### config.mk
export PLATFORM = sky130hd
export DESIGN_NAME = system_option_registers
export DESIGN_NICKNAME = d
export VERILOG_FILES = /design/src/sysopt_pkg.sv /design/src/system_option_registers.sv /design/src/write_once_reg.sv
export VERILOG_INCLUDE_DIRS = /design/src /design/src/src
export SDC_FILE = /design/constraint.sdc
export NUM_CORES = 1
export LEC_CHECK = 0
export BUFFER_PORTS_ARGS = -buffer_cell sky130_fd_sc_hd__clkbuf_2
export CAP_MARGIN = 15
export CORE_UTILIZATION = 41
export CTS_CLUSTER_DIAMETER = 200
export DETAILED_ROUTE_END_ITERATION = 7
export PLACE_DENSITY = 0.78
export SKIP_LAST_GASP = 1
export SLEW_MARGIN = 10
export SYNTH_ARGS = -nofsm -noshare
export SYNTH_HDL_FRONTEND = slang
export SYNTH_SLANG_ARGS = --single-unit
### constraint.sdc
create_clock -name mclk -period 1.95 [get_ports mclk]
set_clock_uncertainty 0.05 [all_clocks]
set_input_delay 0.2925 -clock mclk [delete_from_list [all_inputs] [get_ports mclk]]
set_output_delay 0.2925 -clock mclk [all_outputs]
set_load 0.1 [all_outputs]
### src/sysopt_map.svh
// Offsets, field positions, reset values and timing counts of the option registers.
// Assumes inclusion from one package or module; definitions only.
`ifndef SYSOPT_MAP_SVH
`define SYSOPT_MAP_SVH

// --------------------------------------------------------------------------
// Register indices and byte addresses
// --------------------------------------------------------------------------
`define OPT_B_INDEX 16'h001D
`define OPT_A_INDEX 16'h001F
`define OPT_NVB_INDEX 16'h0020
`define OPT_B_ADDR 18'h0_0074
`define OPT_A_ADDR 18'h0_007C
`define OPT_NVB_ADDR 18'h0_0080

// --------------------------------------------------------------------------
// Register A fields
// --------------------------------------------------------------------------
`define A_WDOG_PERIOD 7
`define A_MON_STOP_EN 6
`define A_MON_RST_DIS 5
`define A_SUPPLY_DIS 4
`define A_REG_DIS 3
`define A_SHORT_REC 2
`define A_STOP_EN 1
`define A_WDOG_DIS 0

// --------------------------------------------------------------------------
// Register B fields
// --------------------------------------------------------------------------
`define B_IOSC_STOP_DIS 7
`define B_RC_STOP_KEEP 6
`define B_CRYSTAL_STOP_KEEP 5
`define B_TB_SRC_HI 4
`define B_TB_SRC_LO 3
`define B_BAUD_SRC 0
`define B_WRITE_MASK 8'hF9

// --------------------------------------------------------------------------
// Reset values and timing counts
// --------------------------------------------------------------------------
`define OPT_RESET 8'h00
`define NVB_ERASED 8'hFF
`define WDOG_SHORT_CYC 19'h0_1FF0
`define WDOG_LONG_CYC 19'h3_FFF0
`define REC_SHORT_CYC 13'h0020
`define REC_LONG_CYC 13'h1000

`endif

### src/sysopt_pkg.sv
// Types shared by the option register bank.
// Assumes nothing of its surroundings.
package sysopt_pkg;
    typedef enum logic [1:0] {
        TB_INTERNAL = 2'h0,
        TB_RC = 2'h1,
        TB_CRYSTAL = 2'h2,
        TB_UNUSED = 2'h3
    } timebase_src_t;

    typedef enum logic [1:0] {
        OSC_UNUSED = 2'h0,
        OSC_INTERNAL = 2'h1,
        OSC_RC = 2'h2,
        OSC_CRYSTAL = 2'h3
    } base_osc_t;

    typedef enum logic [2:0] {
        BUS_IDLE = 3'b001,
        BUS_ANSWER = 3'b010,
        BUS_DONE = 3'b100
    } bus_state_t;
endpackage : sysopt_pkg

### src/system_option_registers.sv
// Write-once system option registers, the non-volatile oscillator byte and the
// decode of the stored register bits and the byte's bits 7:6 into control levels for clocks, monitor and stop.
// Assumes an Avalon-MM master on mclk and a flash image that presents the byte.
//
// Design decisions made here: the Avalon-MM slave port and the placing of the registers.
`timescale 1ns/1ps
`include "sysopt_map.svh"

module system_option_registers
    import sysopt_pkg::*;
(
    // Clock and reset
    input wire logic mclk,
    input wire logic reset,
    // Avalon-MM slave
    input wire logic [17:0] avs_address,
    input wire logic avs_read,
    input wire logic avs_write,
    input wire logic [31:0] avs_writedata,
    input wire logic [3:0] avs_byteenable,
    output logic [31:0] avs_readdata,
    output logic avs_waitrequest,
    output logic [1:0] avs_response,
    // Non-volatile byte as presented by flash
    input wire logic [7:0] nv_option_byte,
    input wire logic nv_load,
    // Events from the core
    input wire logic stop_opcode,
    input wire logic monitor_reset_req,
    input wire logic stop_exit_by_pin,
    // Option levels
    output logic [18:0] watchdog_timeout_cycles,
    output logic watchdog_module_enable,
    output logic supply_monitor_enable,
    output logic regulator_monitor_enable,
    output logic low_voltage_monitor_stop_run,
    output logic monitor_reset_out,
    output logic [12:0] stop_recovery_cycles,
    output logic stop_execute,
    output logic illegal_opcode,
    output logic internal_osc_stop_run,
    output logic internal_osc_run,
    output logic rc_osc_stop_run,
    output logic crystal_osc_stop_run,
    output timebase_src_t timebase_source_clock,
    output logic timebase_source_valid,
    output logic serial_baud_from_bus,
    output base_osc_t oscillator_base_clock,
    output logic osc_output_pin_from_bus,
    output logic osc_output_pin_from_crystal
);
    // ----------------------------------------------------------------------
    // Decode functions
    // ----------------------------------------------------------------------
    // Matches a bus byte address against the address of one register.
    function automatic logic addr_hit(input logic [17:0] addr, input logic [17:0] target);
        return addr == target;
    endfunction : addr_hit

    // Gives the watchdog timeout count for one level of the period select bit.
    function automatic logic [18:0] wdog_cycles(input logic short_sel);
        logic [18:0] cyc;
        cyc = `WDOG_LONG_CYC;
        if (short_sel) begin
            cyc = `WDOG_SHORT_CYC;
        end
        return cyc;
    endfunction : wdog_cycles

    // A reset-pin exit restarts the clocks, so it never takes the short delay.
    function automatic logic [12:0] rec_cycles(input logic short_sel, input logic pin_exit);
        logic [12:0] cyc;
        cyc = `REC_LONG_CYC;
        if (short_sel && !pin_exit) begin
            cyc = `REC_SHORT_CYC;
        end
        return cyc;
    endfunction : rec_cycles

    // The monitor can only run in stop while one of its two detectors is powered.
    function automatic logic mon_stop_runs(input logic stop_en, input logic supply_dis,
        input logic reg_dis);
        return stop_en && !(supply_dis && reg_dis);
    endfunction : mon_stop_runs

    // Reports whether a timebase select code names a real clock.
    function automatic logic tb_code_used(input timebase_src_t code);
        logic used;
        used = 1'b0;
        unique case (code)
            TB_INTERNAL: begin
                used = 1'b1;
            end
            TB_RC: begin
                used = 1'b1;
            end
            TB_CRYSTAL: begin
                used = 1'b1;
            end
            TB_UNUSED: begin
                used = 1'b0;
            end
        endcase
        return used;
    endfunction : tb_code_used

    // Routes the oscillator pin: bit 1 selects the bus clock, bit 0 the crystal output.
    function automatic logic [1:0] osc_pin_route(input base_osc_t sel);
        logic [1:0] route;
        route = 2'h0;
        unique case (sel)
            OSC_UNUSED: begin
                route = 2'h0;
            end
            OSC_INTERNAL: begin
                route = 2'h2;
            end
            OSC_RC: begin
                route = 2'h2;
            end
            OSC_CRYSTAL: begin
                route = 2'h1;
            end
        endcase
        return route;
    endfunction : osc_pin_route

    // ----------------------------------------------------------------------
    // Bus decode
    // ----------------------------------------------------------------------
    bus_state_t bus_state_r;
    logic hit_a;
    logic hit_b;
    logic hit_nvb;
    logic mapped;
    logic lane0;
    logic take;
    logic [7:0] opt_a_r;
    logic [7:0] opt_b_r;
    logic a_written_r;
    logic b_written_r;
    logic [7:0] nvb_r = `NVB_ERASED;
    logic [7:0] rd_mux;

    // Registers sit in the low byte lane of each word.
    assign hit_a = addr_hit(avs_address, `OPT_A_ADDR);
    assign hit_b = addr_hit(avs_address, `OPT_B_ADDR);
    assign hit_nvb = addr_hit(avs_address, `OPT_NVB_ADDR);
    assign mapped = hit_a | hit_b | hit_nvb;
    assign lane0 = avs_byteenable[0];
    assign take = (bus_state_r == BUS_ANSWER) && avs_write && lane0;

    // Each request is answered on the second edge after it appears.
    always_ff @(posedge mclk) begin
        if (reset) begin
            bus_state_r <= BUS_IDLE;
        end else begin
            unique case (bus_state_r)
                BUS_IDLE: begin
                    if (avs_read || avs_write) begin
                        bus_state_r <= BUS_ANSWER;
                    end
                end
                BUS_ANSWER: begin
                    bus_state_r <= BUS_DONE;
                end
                BUS_DONE: begin
                    bus_state_r <= BUS_IDLE;
                end
                default: begin
                    bus_state_r <= BUS_IDLE;
                end
            endcase
        end
    end

    assign avs_waitrequest = (avs_read || avs_write) && (bus_state_r != BUS_ANSWER);

    always_comb begin
        rd_mux = 8'h00;
        if (hit_a) begin
            rd_mux = opt_a_r;
        end else if (hit_b) begin
            rd_mux = opt_b_r;
        end else if (hit_nvb) begin
            rd_mux = nvb_r;
        end
    end

    always_ff @(posedge mclk) begin
        if (reset) begin
            avs_readdata <= 32'h0000_0000;
            avs_response <= 2'h0;
        end else if (bus_state_r == BUS_IDLE && (avs_read || avs_write)) begin
            avs_readdata <= {24'h00_0000, rd_mux};
            avs_response <= mapped ? 2'h0 : 2'h3;
        end
    end

    // ----------------------------------------------------------------------
    // Write-once registers
    // ----------------------------------------------------------------------
    write_once_reg u_opt_a (
        .mclk(mclk),
        .reset(reset),
        .wr_en(take && hit_a),
        .wr_data(avs_writedata[7:0]),
        .wr_mask(8'hFF),
        .value_r(opt_a_r),
        .written_r(a_written_r)
    );

    write_once_reg u_opt_b (
        .mclk(mclk),
        .reset(reset),
        .wr_en(take && hit_b),
        .wr_data(avs_writedata[7:0]),
        .wr_mask(`B_WRITE_MASK),
        .value_r(opt_b_r),
        .written_r(b_written_r)
    );

    // ----------------------------------------------------------------------
    // Non-volatile byte
    // ----------------------------------------------------------------------
    // The bus reset does not touch this copy; only the flash load does.
    always_ff @(posedge mclk) begin
        if (nv_load) begin
            nvb_r <= nv_option_byte;
        end
    end

    // ----------------------------------------------------------------------
    // Register A fields
    // ----------------------------------------------------------------------
    // Named views of the bits keep every field position in the map header.
    logic wdog_period_bit;
    logic mon_stop_en_bit;
    logic mon_rst_dis_bit;
    logic supply_dis_bit;
    logic reg_dis_bit;
    logic short_rec_bit;
    logic stop_en_bit;
    logic wdog_dis_bit;

    assign wdog_period_bit = opt_a_r[`A_WDOG_PERIOD];
    assign mon_stop_en_bit = opt_a_r[`A_MON_STOP_EN];
    assign mon_rst_dis_bit = opt_a_r[`A_MON_RST_DIS];
    assign supply_dis_bit = opt_a_r[`A_SUPPLY_DIS];
    assign reg_dis_bit = opt_a_r[`A_REG_DIS];
    assign short_rec_bit = opt_a_r[`A_SHORT_REC];
    assign stop_en_bit = opt_a_r[`A_STOP_EN];
    assign wdog_dis_bit = opt_a_r[`A_WDOG_DIS];

    // ----------------------------------------------------------------------
    // Register B fields
    // ----------------------------------------------------------------------
    // Bits 2 and 1 are not stored, so they have no view here.
    logic iosc_stop_dis_bit;
    logic rc_stop_keep_bit;
    logic crystal_stop_keep_bit;
    timebase_src_t tb_code;
    logic baud_src_bit;

    assign iosc_stop_dis_bit = opt_b_r[`B_IOSC_STOP_DIS];
    assign rc_stop_keep_bit = opt_b_r[`B_RC_STOP_KEEP];
    assign crystal_stop_keep_bit = opt_b_r[`B_CRYSTAL_STOP_KEEP];
    assign tb_code = timebase_src_t'({opt_b_r[`B_TB_SRC_HI], opt_b_r[`B_TB_SRC_LO]});
    assign baud_src_bit = opt_b_r[`B_BAUD_SRC];

    // ----------------------------------------------------------------------
    // Non-volatile byte fields
    // ----------------------------------------------------------------------
    base_osc_t osc_code;
    logic [1:0] pin_route;

    assign osc_code = base_osc_t'(nvb_r[7:6]);
    assign pin_route = osc_pin_route(osc_code);

    // ----------------------------------------------------------------------
    // Watchdog and low-voltage monitor
    // ----------------------------------------------------------------------
    assign watchdog_timeout_cycles = wdog_cycles(wdog_period_bit);
    assign watchdog_module_enable = !wdog_dis_bit;
    assign supply_monitor_enable = !supply_dis_bit;
    assign regulator_monitor_enable = !reg_dis_bit;
    assign low_voltage_monitor_stop_run =
        mon_stop_runs(mon_stop_en_bit, supply_dis_bit, reg_dis_bit);
    // Software is expected to block this path before a stop that leaves the monitor off.
    assign monitor_reset_out = monitor_reset_req && !mon_rst_dis_bit;

    // ----------------------------------------------------------------------
    // Stop instruction and recovery
    // ----------------------------------------------------------------------
    assign stop_recovery_cycles = rec_cycles(short_rec_bit, stop_exit_by_pin);

    // A stop opcode seen while stop is disabled is flagged rather than executed.
    always_comb begin
        stop_execute = 1'b0;
        illegal_opcode = 1'b0;
        if (stop_opcode) begin
            if (stop_en_bit) begin
                stop_execute = 1'b1;
            end else begin
                illegal_opcode = 1'b1;
            end
        end
    end

    // ----------------------------------------------------------------------
    // Oscillators, timebase and serial clock
    // ----------------------------------------------------------------------
    assign internal_osc_stop_run = !iosc_stop_dis_bit;
    // The internal oscillator has no off switch outside stop, whatever the base clock is.
    assign internal_osc_run = 1'b1;
    assign rc_osc_stop_run = rc_stop_keep_bit;
    assign crystal_osc_stop_run = crystal_stop_keep_bit;
    assign timebase_source_clock = tb_code;
    assign timebase_source_valid = tb_code_used(tb_code);
    assign serial_baud_from_bus = baud_src_bit;
    assign oscillator_base_clock = osc_code;
    assign osc_output_pin_from_bus = pin_route[1];
    assign osc_output_pin_from_crystal = pin_route[0];
endmodule : system_option_registers

### src/write_once_reg.sv
// One eight-bit option register that accepts only its first write after reset.
// Assumes a synchronous active-high reset on mclk.
`timescale 1ns/1ps
module write_once_reg
    import sysopt_pkg::*;
(
    // Clock and reset
    input wire logic mclk,
    input wire logic reset,
    // Write port
    input wire logic wr_en,
    input wire logic [7:0] wr_data,
    input wire logic [7:0] wr_mask,
    // State
    output logic [7:0] value_r,
    output logic written_r
);
    // ----------------------------------------------------------------------
    // Storage
    // ----------------------------------------------------------------------
    always_ff @(posedge mclk) begin
        if (reset) begin
            value_r <= 8'h00;
        end else if (wr_en && !written_r) begin
            value_r <= wr_data & wr_mask;
        end
    end

    always_ff @(posedge mclk) begin
        if (reset) begin
            written_r <= 1'b0;
        end else if (wr_en) begin
            written_r <= 1'b1;
        end
    end
endmodule : write_once_reg

==> results of run 1 <==
==> power by group through the flow <==
| stage | Combinational [µW] | Clock (µW) | Sequential [µW] |
|---|---|---|---|
| 4_1_cts | 840 | 550 | 817 |
| 5_1_grt | 878 | 578 | 820 |
| 6_report | 842 | 535 | 817 |
| 2_1_floorplan | 710 | 0 | 948 |
| 3_5_place_dp | 839 | 0 | 834 |
| 3_3_place_gp | 835 | 0 | 833 |
==> cells in the final DEF (no fill, tap or decap), types with 5 or more instances in the layout <==
| cell type | instances |
|---|---|
| mux2i_1 | 8 |
| o21ai_0 | 8 |
| nand2_1 | 8 |
| nand3_1 | 17 |
| a311oi_1 | 5 |
| edfxtp_1 | 8 |
| buf_4 | 5 |
| nor2_1 | 13 |
| a21oi_1 | 9 |
| inv_1 | 6 |
| conb_1 | 50 |
| clkbuf_2 | 78 |
| dfxtp_1 | 28 |
| clkbuf_8 | 5 |
| nand2b_1 | 16 |
==> cell type report <==
type,instances,area (µm²),area share [%]
Inverter,7,30.0,1.18
Multi-Input combinational cell,178,1080,42.5
Timing Repair Buffer,84,448,17.7
Sequential cell,36,801,31.6
Clock inverter,3,23.8,0.937
Clock buffer,5,68.8,2.71
Tap cell,70,87.6,3.45
==> stage by stage <==
| step | TNS [ns] | instances | cell area [µm²] | setup WS [ns] | utilization, % |
|---|---|---|---|---|---|
| 5_1_grt | 0 | 383 | 2540 | 0.00423 | 49.7 |
| 3_5_place_dp | -0.0914 | 375 | 2430 | -0.0778 | 47.6 |
| 2_1_floorplan | -0.179 | 290 | 2370 | -0.179 | - |
| 4_1_cts | 0 | 383 | 2520 | 0.0485 | 49.4 |
| 3_3_place_gp | 0 | 375 | 2430 | 0.0163 | 47.6 |
| 6_report | 0 | 383 | 2540 | 0.108 | 49.7 |
==> path summary, 6_finish.rpt <==
check	start	endpoint	cells past startpoint
worst max-delay path	bus_state_r[1]	avs_waitrequest	3
worst min-delay path	nv_option_byte[4]	nvb_r[4]	1
worst max register to register	bus_state_r[1]	u_opt_a.value_r[1]	4
worst min register to register	avs_readdata[2]	avs_readdata[2]	2
==> layer usage <==
| layer | vias up | GRT usage, % | part of all wire [%] |
|---|---|---|---|
| met5 | - | 0 | 0 |
| met4 | 0 | 6.50 | 2.0 |
| met3 | 8 | 4.82 | 8.1 |
| met2 | 97 | 27.7 | 47 |
| met1 | 813 | 20.2 | 43 |
| li1 | 867 | - | - |
==> state kept, by name, indices dropped and copies added, names as in the netlist <==
register,cells
avs_readdata,8
nvb_r,8
u_opt_a.value_r,8
u_opt_b.value_r,6
bus_state_r,3
avs_response,1
u_opt_a.written_r,1
u_opt_b.written_r,1
==> worst max-delay path, stage by stage, from the launching register on <==
cell,delay (ns)
dfxtp_1,0.37
nor3b_1,0.41
nor2_2,0.04
clkbuf_2,0.38
==> cell families (layout without fill, tap and decap cells) <==
| logic type | count (synthesis) | after routing | synth area share [%] |
|---|---|---|---|
| multiplexers | 12 | 12 | 5.74 |
| adder cells (fa/ha/maj) | 1 | 1 | 0.574 |
| flip-flops | 36 | 36 | 36.7 |
| other | 2 | 50 | 0.345 |
| buffers and inverters | 76 | 99 | 23.4 |
| AO/OA/AOI/OAI | 30 | 30 | 8.78 |
| AND/OR/NAND/NOR | 85 | 85 | 24.5 |
==> repair_timing <==
action,in CTS,in global routing
buffers inserted,0,0
resized for setup,0,2
setup endpoints to repair,0,8
==> flow_summary.json, run 1 <==
{
  "status": "finished, final reports clean",
  "die_h_um": 74.9,
  "antenna_found_initial": 0,
  "grt_overflow_total": 0,
  "ys_top_cells_by_count": "buf_4, dfxtp_1, nand2b_1, nand3_1, nor2_1",
  "grt_pass1_vias": 1482,
  "clk_transition_reported_paths_ns": 0.07,
  "cts_root_buf": "clkbuf_8",
  "comb_power_share_pct": 38.4,
  "fp.coreArea_um2": 5110,
  "syn_avg_cell_area_um2": 9.01,
  "synth-edff-count": 8,
  "io_pins": 156,
  "cts_buffer_depth": 2,
  "fin_crit_ns": 1.84,
  "htreeDepth": 2,
  "place_congestion": 0.832,
  "synth_top_cell_area_share_pct": 25.7,
  "synth_area_leader_cell": "dfxtp_1",
  "switchingPower_uw": 1040,
  "initial_core_util_pct": 42.7,
  "antenna_cells": 0,
  "vias_per_cell": 4.66,
  "area_growth_pct": 16.4,
  "fillCellCount": 511,
  "p_leak_uw": 0.00120,
  "cts_buffers": 5,
  "drive_above_1_share_pct": 35.5,
  "swShare_pct": 47.6,
  "track_usage_pct": 16.6,
  "maxCapViolCount": 0,
  "power-per-cell-area_nw_per_um2": 865,
  "cts_hold_buf": 0,
  "die_area_um2": 5610,
  "syn_area_um2": 2180,
  "yosys-top-cells-area": "dfxtp_1, buf_4, edfxtp_1, nand2b_1, nand3_1",
  "maxSlewHeadroom_pct": 59.4,
  "fin_nets": 383,
  "wire_per_inst_um": 11.5,
  "grt_max_degree": 36,
  "finalPower_uw": 2190,
  "cts_num_sinks": 36,
  "clk_latency_ns": 0.29,
  "clock.fmax_mhz": 543,
  "critPathRequiredTime_ns": 1.61,
  "drtAntennaViolNets": 0,
  "rsz0062_at_grt": "false",
  "ys.flop_type": "dfxtp_1",
  "yosysWarnings": 0,
  "hp-class": "in -> reg",
  "reg2reg_slack_ns": 0.15,
  "clockPowerShare_pct": 24.4,
  "ys_async_sr_fraction_pct": 0,
  "fin_crit_sh_pct": 94.5,
  "finalSetupViolations": 0,
  "dp_hpwl_um": 3460,
  "ys_types": 42,
  "vdd_drop_max_v": 0.000627,
  "tritoncts": "done",
  "yosysSeqAreaShare_pct": 36.7,
  "tightestPinTransition_ns": 0.609,
  "intPower_uw": 1150,
  "die_w_um": 74.9,
  "slew_violations": 0,
  "cp_data_arrival_time_ns": 1.50,
  "yosysMostFrequentCell": "buf_4",
  "critical_path.startpoint_type": "flop",
  "synth-seq-cells": 36,
  "vias": 1785,
  "drtPass1Iterations": 6,
  "wirelength_um": 4410,
  "port_buffers": 78,
  "drt_iter0_drc": 60,
  "grt_pass1_wl_um": 6890,
  "end_kind": "primary output",
  "placementRows": 26,
  "whs_ns": 0.119,
  "pwr-share-seq_pct": 37.2,
  "netlist_instances": 242,
  "crit_type": "reg -> out",
  "drc": 0,
  "hold_viol_final": 0,
  "cp_max_fo": 4
}
(Power assumes the default switching activity.)
==> run 2, diff against run 1 <==
--- a/config.mk
+++ b/config.mk
@@ -8,10 +8,11 @@
 export LEC_CHECK = 0
 export BUFFER_PORTS_ARGS = -buffer_cell sky130_fd_sc_hd__clkbuf_2
 export CAP_MARGIN = 15
-export CORE_UTILIZATION = 41
+export CORE_UTILIZATION = 42
+export CTS_BUF_LIST = sky130_fd_sc_hd__clkbuf_2 sky130_fd_sc_hd__clkbuf_4 sky130_fd_sc_hd__clkbuf_8
 export CTS_CLUSTER_DIAMETER = 200
 export DETAILED_ROUTE_END_ITERATION = 7
-export PLACE_DENSITY = 0.78
+export PLACE_DENSITY = 0.8
 export SKIP_LAST_GASP = 1
 export SLEW_MARGIN = 10
 export SYNTH_ARGS = -nofsm -noshare
==> flow_summary.json, run 2 (synthesis gave the netlist of run 1 again) <==
{
  "grt_use_met1_pct": 18.4,
  "switchingPower_uw": 1040,
  "grt_overflow_total": 0,
  "final.setup.worst_slack_ns": 0.108,
  "reg2reg_slack_ns": 0.11,
  "power-per-cell-area_nw_per_um2": 903,
  "htreeDepth": 2,
  "critPathRequiredTime_ns": 1.61,
  "clk_latency_ns": 0.29,
  "wire_per_inst_um": 12.3,
  "cpLargestDelayFamily": "simple AND/OR/NAND/NOR gates",
  "critPathMaxStageDelay_ns": 0.41,
  "dp_hpwl_um": 3650,
  "cts_hold_buf": 0,
  "fin_crit_sh_pct": 94.5,
  "cp_data_arrival_time_ns": 1.50,
  "drt_iter0_drc": 68,
  "r2r_cells": 5,
  "cp_max_fo": 4,
  "clockPowerShare_pct": 28.1,
  "clock.fmax_mhz": 543,
  "vias": 1805,
  "antenna_found_initial": 0,
  "drtPass1Iterations": 5,
  "grt_pass1_vias": 1543,
  "area_growth_pct": 17.6,
  "grt_use_met2_pct": 29.1,
  "critical_path.startpoint_type": "flop",
  "worst_hold_path.endpoint": "nvb_r[4]",
  "worstPathCellList": "nor3b_1, nor2_2, clkbuf_2",
  "wirelength_um": 4690,
  "place_area_um2": 2440,
  "r2r-end": "u_opt_a.value_r[7]",
  "finalSetupViolations": 0,
  "fin_area_um2": 2560,
  "finalPower_uw": 2320,
  "p_leak_uw": 0.00122,
  "pre_cts_slack_ns": -0.0444,
  "cp.buffers_inverters": 1,
  "drc": 0,
  "comb_power_share_pct": 36.5,
  "maxSlewHeadroom_pct": 63.3,
  "vdd_drop_max_v": 0.000558,
  "drive_above_1_share_pct": 35.6,
  "port_buffers": 78,
  "slew_violations": 0,
  "maxCapViolCount": 0,
  "cts_buffers": 5,
  "place_congestion": 0.836,
  "grt_use_met3_pct": 5.69,
  "holdPathStages": 1,
  "drtAntennaViolNets": 0,
  "io_pins": 156,
  "reg_top3": "avs_readdata x8, nvb_r x8, u_opt_a.value_r x8",
  "vias_per_cell": 4.73,
  "min_from": "nv_option_byte[4]",
  "end_kind": "primary output",
  "die_area_um2": 5480,
  "intPower_uw": 1280,
  "crit_type": "reg -> out",
  "placementRows": 25,
  "pwr-share-seq_pct": 35.3,
  "die_h_um": 74.0,
  "slowest_stage": "nor3b_1",
  "antenna_cells": 0,
  "tightestPinTransition_ns": 0.554,
  "final_cell_mix": "clkbuf_2, conb_1, dfxtp_1",
  "regArea_um2": 801,
  "hp-class": "in -> reg",
  "busiest_layer": "met2",
  "rsz0062_at_grt": "false",
  "multiInputGateArea_um2": 1070,
  "mostFrequentLayoutCell": "clkbuf_2",
  "fin_tns_setup_ns": 0,
  "fin_crit_ns": 1.84,
  "cts_root_buf": "clkbuf_8",
  "fillCellCount": 450,
  "status": "finished, final reports clean",
  "cts_buffer_depth": 2,
  "clk_transition_reported_paths_ns": 0.08,
  "hold_viol_final": 0,
  "cts_num_sinks": 36,
  "die_w_um": 74.0,
  "reg2reg_from": "bus_state_r[1]",
  "track_usage_pct": 16.8,
  "grt_pass1_wl_um": 6860,
  "fin_nets": 385,
  "fp.coreArea_um2": 4850,
  "grt_max_degree": 27,
  "tritoncts": "done",
  "swShare_pct": 44.9,
  "initial_core_util_pct": 45.0
}
[run 2: cell count changes in the layout (fill, tap and decap cells not counted), sizes merged]
| cell | before | now |
|---|---|---|
| buf | 6 | 8 |
| clkinvlp | 3 | 2 |
| bufinv | 0 | 1 |
[run 2: worst max-delay path by stage]
stage | startpoint | endpoint | depth (start not counted) | slack [ns]
final | bus_state_r[1] | avs_waitrequest | 3 | 0.11
after global routing | bus_state_r[1] | u_opt_a.value_r[7] | 5 | 0.03
after CTS | bus_state_r[1] | u_opt_a.value_r[0] | 5 | 0.03
after detailed placement | avs_address[4] | avs_readdata[4] | 5 | -0.04
after global placement | avs_address[4] | avs_readdata[4] | 5 | 0.01
after floorplan | u_opt_a.value_r[6] | low_voltage_monitor_stop_run | 1 | -0.18
[run 2: area by class of cell]
class / instances / share of cell area, %
multi-input combinational: 178 / 41.9
inverter: 7 / 1.17
clock inverter: 3 / 1.66
sequential: 36 / 31.2
clock buffer: 5 / 2.68
tap: 67 / 3.27
timing repair buffer: 86 / 18.1
[run 2: repair_timing]
| item | in CTS | in global routing |
|---|---|---|
| resized for setup | 0 | 1 |
| buffers inserted | 0 | 1 |
| setup endpoints to repair | 0 | 8 |
| endpoints found under the hold margin | 0 | 0 |
[run 2: metal layers]
metal	part of all wire [%]	vias to the layer above
met1	40	820
met4	2.5	0
li1	-	869
met3	9.2	13
met5	0	-
met2	48	103
[run 2: through the flow]
step                      hold slack [ns]  cells  utilization [%]
after floorplan                     0.337    290                -
after global placement              0.390    373             50.2
after detailed placement            0.406    373             50.2
after CTS                           0.114    381             52.5
after global routing                0.108    382             52.9
final                               0.118    382             52.9
[run 2: power groups by stage]
stage	combinational (µW)	sequential (µW)	clock, µW
2_1_floorplan	710	948	0
3_3_place_gp	837	833	0
3_5_place_dp	843	835	0
4_1_cts	843	818	656
5_1_grt	871	821	689
6_report	845	818	652
==> run 3, diff against run 2 <==
--- a/config.mk
+++ b/config.mk
@@ -6,13 +6,14 @@
 export SDC_FILE = /design/constraint.sdc
 export NUM_CORES = 1
 export LEC_CHECK = 0
-export BUFFER_PORTS_ARGS = -buffer_cell sky130_fd_sc_hd__clkbuf_2
 export CAP_MARGIN = 15
-export CORE_UTILIZATION = 42
+export CORE_AREA = 2 2 61 63
 export CTS_BUF_LIST = sky130_fd_sc_hd__clkbuf_2 sky130_fd_sc_hd__clkbuf_4 sky130_fd_sc_hd__clkbuf_8
 export CTS_CLUSTER_DIAMETER = 200
 export DETAILED_ROUTE_END_ITERATION = 7
-export PLACE_DENSITY = 0.8
+export DIE_AREA = 0 0 63 65
+export DONT_BUFFER_PORTS = 1
+export PLACE_DENSITY = 0.78
 export SKIP_LAST_GASP = 1
 export SLEW_MARGIN = 10
 export SYNTH_ARGS = -nofsm -noshare
==> flow_summary.json, run 3 (synthesis gave the netlist of run 1 again) <==
{
  "holdPathStages": 2,
  "cp_data_arrival_time_ns": 2.06,
  "grt_max_degree": 19,
  "mostFrequentLayoutCell": "conb_1",
  "intPower_uw": 1260,
  "cts_root_buf": "clkbuf_4",
  "track_usage_pct": 22.2,
  "port_buffers": 0,
  "crit_type": "reg -> reg",
  "switchingPower_uw": 995,
  "power-per-cell-area_nw_per_um2": 899,
  "dp_hpwl_um": 3280,
  "io_pins": 156,
  "antenna_found_initial": 0,
  "fin_nets": 347,
  "layout.cells.non_filler": 325,
  "fin_area_um2": 2500,
  "vdd_drop_max_v": 0.000619,
  "cp.buffers_inverters": 1,
  "worst_hold_path.endpoint": "u_opt_b.value_r[4]",
  "fp.coreArea_um2": 3500,
  "clock.fmax_mhz": 547,
  "fillCellCount": 274,
  "placementRows": 22,
  "drtAntennaViolNets": 0,
  "slew_violations": 0,
  "slowest_stage": "or3b_1",
  "min_from": "avs_writedata[4]",
  "p_leak_uw": 0.00110,
  "clk_transition_reported_paths_ns": 0.11,
  "critPathMaxStageDelay_ns": 0.43,
  "wirelength_um": 4410,
  "initial_core_util_pct": 62.3,
  "grt_pass1_vias": 1556,
  "drc": 0,
  "htreeDepth": 2,
  "swShare_pct": 44.2,
  "place_area_um2": 2290,
  "reg_top3": "avs_readdata x8, nvb_r x8, u_opt_a.value_r x8",
  "vias": 1642,
  "end_kind": "flop",
  "rsz0062_at_grt": "false",
  "finalSetupViolations": 0,
  "grt_overflow_total": 0,
  "fin_crit_sh_pct": 93.7,
  "tightestPinTransition_ns": 0.724,
  "hold_viol_final": 0,
  "cts_buffers": 5,
  "maxSlewHeadroom_pct": 51.6,
  "comb_power_share_pct": 37.4,
  "antenna_cells": 0,
  "drive_above_1_share_pct": 24.2,
  "r2r_cells": 5,
  "die_w_um": 63,
  "vias_per_cell": 5.05,
  "place_inst": 306,
  "fin_crit_ns": 1.83,
  "cpLargestDelayFamily": "simple AND/OR/NAND/NOR gates",
  "reg2reg_from": "bus_state_r[1]",
  "die_area_um2": 4100,
  "clockPowerShare_pct": 26.2,
  "cts_buffer_depth": 2,
  "cp_max_fo": 4,
  "drt_iter0_drc": 57,
  "drtPass1Iterations": 4,
  "r2r-end": "u_opt_a.value_r[7]",
  "maxCapViolCount": 0,
  "grt_pass1_wl_um": 6900,
  "pwr-share-seq_pct": 36.4,
  "critPathRequiredTime_ns": 2.18,
  "tritoncts": "done",
  "worstPathCellList": "or3b_1, nor4_4, nor4b_4, buf_4, mux2i_1",
  "reg2reg_slack_ns": 0.12,
  "wire_per_inst_um": 13.6,
  "die_h_um": 65,
  "place_congestion": 0.814,
  "final_cell_mix": "conb_1, buf_4, dfxtp_1",
  "hp-class": "in -> reg",
  "status": "finished, final reports clean",
  "cts_num_sinks": 36,
  "area_growth_pct": 14.9,
  "clk_latency_ns": 0.35,
  "critical_path.startpoint_type": "flop"
}
==> run 3: per-stage QoR <==
stage	total power (µW)	hold slack [ns]	setup WS, ns	util (%)	setup TNS (ns)
after floorplan	1660	0.337	-0.179	-	-0.179
after global placement	1650	0.315	0.106	65.6	0
after detailed placement	1650	0.316	0.0723	65.6	0
after CTS	2260	0.0233	0.0592	71.2	0
after global routing	2310	0.0196	0.00778	71.6	0
final	2250	0.0234	0.122	71.6	0
==> run 3: repair_timing <==
action,CTS,global route
resized for setup,0,1
endpoints found under the hold margin,34,0
endpoints found under the setup margin,0,8
setup buffers,0,1
hold buffers,10,0
==> run 3: worst max path at each step <==
stage / slack, ns / cells after the start / from / to
floorplan: -0.18 / 1 / u_opt_a.value_r[6] / low_voltage_monitor_stop_run
global placement: 0.11 / 5 / bus_state_r[1] / u_opt_a.value_r[0]
detailed placement: 0.07 / 4 / avs_address[4] / avs_readdata[3]
CTS: 0.06 / 5 / bus_state_r[1] / u_opt_a.value_r[4]
global route: 0.008 / 5 / bus_state_r[1] / u_opt_a.value_r[2]
finish: 0.12 / 5 / bus_state_r[1] / u_opt_a.value_r[7]
==> run 3: layer usage <==
layer | track usage [%] | routed length (µm) | vias to the layer above
li1 | - | - | 797
met1 | 23.4 | 1620 | 744
met2 | 39.6 | 2220 | 96
met3 | 8.16 | 481 | 5
met4 | 10.0 | 85 | 0
met5 | 0 | 0 | -
==> run 3: cell type report <==
class | count | area (µm²) | area share, %
inverter | 7 | 32.5 | 1.30
multi-input combinational | 178 | 1080 | 43.1
clock buffer | 7 | 65.1 | 2.60
timing repair buffer | 48 | 435 | 17.4
tap | 48 | 60.1 | 2.40
sequential | 36 | 802 | 32.0
clock inverter | 1 | 30.0 | 1.20
==> run 3: power by group through the flow <==
stage	combinational (µW)	clock, µW	sequential (µW)
global placement	812	0	834
CTS	841	597	818
floorplan	710	0	948
detailed placement	816	0	836
global route	865	620	823
finish	842	591	818
==> run 3: worst register-to-register path, delay by kind of cell, from the launching register on <==
kind / cells / cell delay (ns)
mux: 1 / 0.18
flops: 1 / 0.38
simple gates: 3 / 0.98
buf+inv: 1 / 0.18
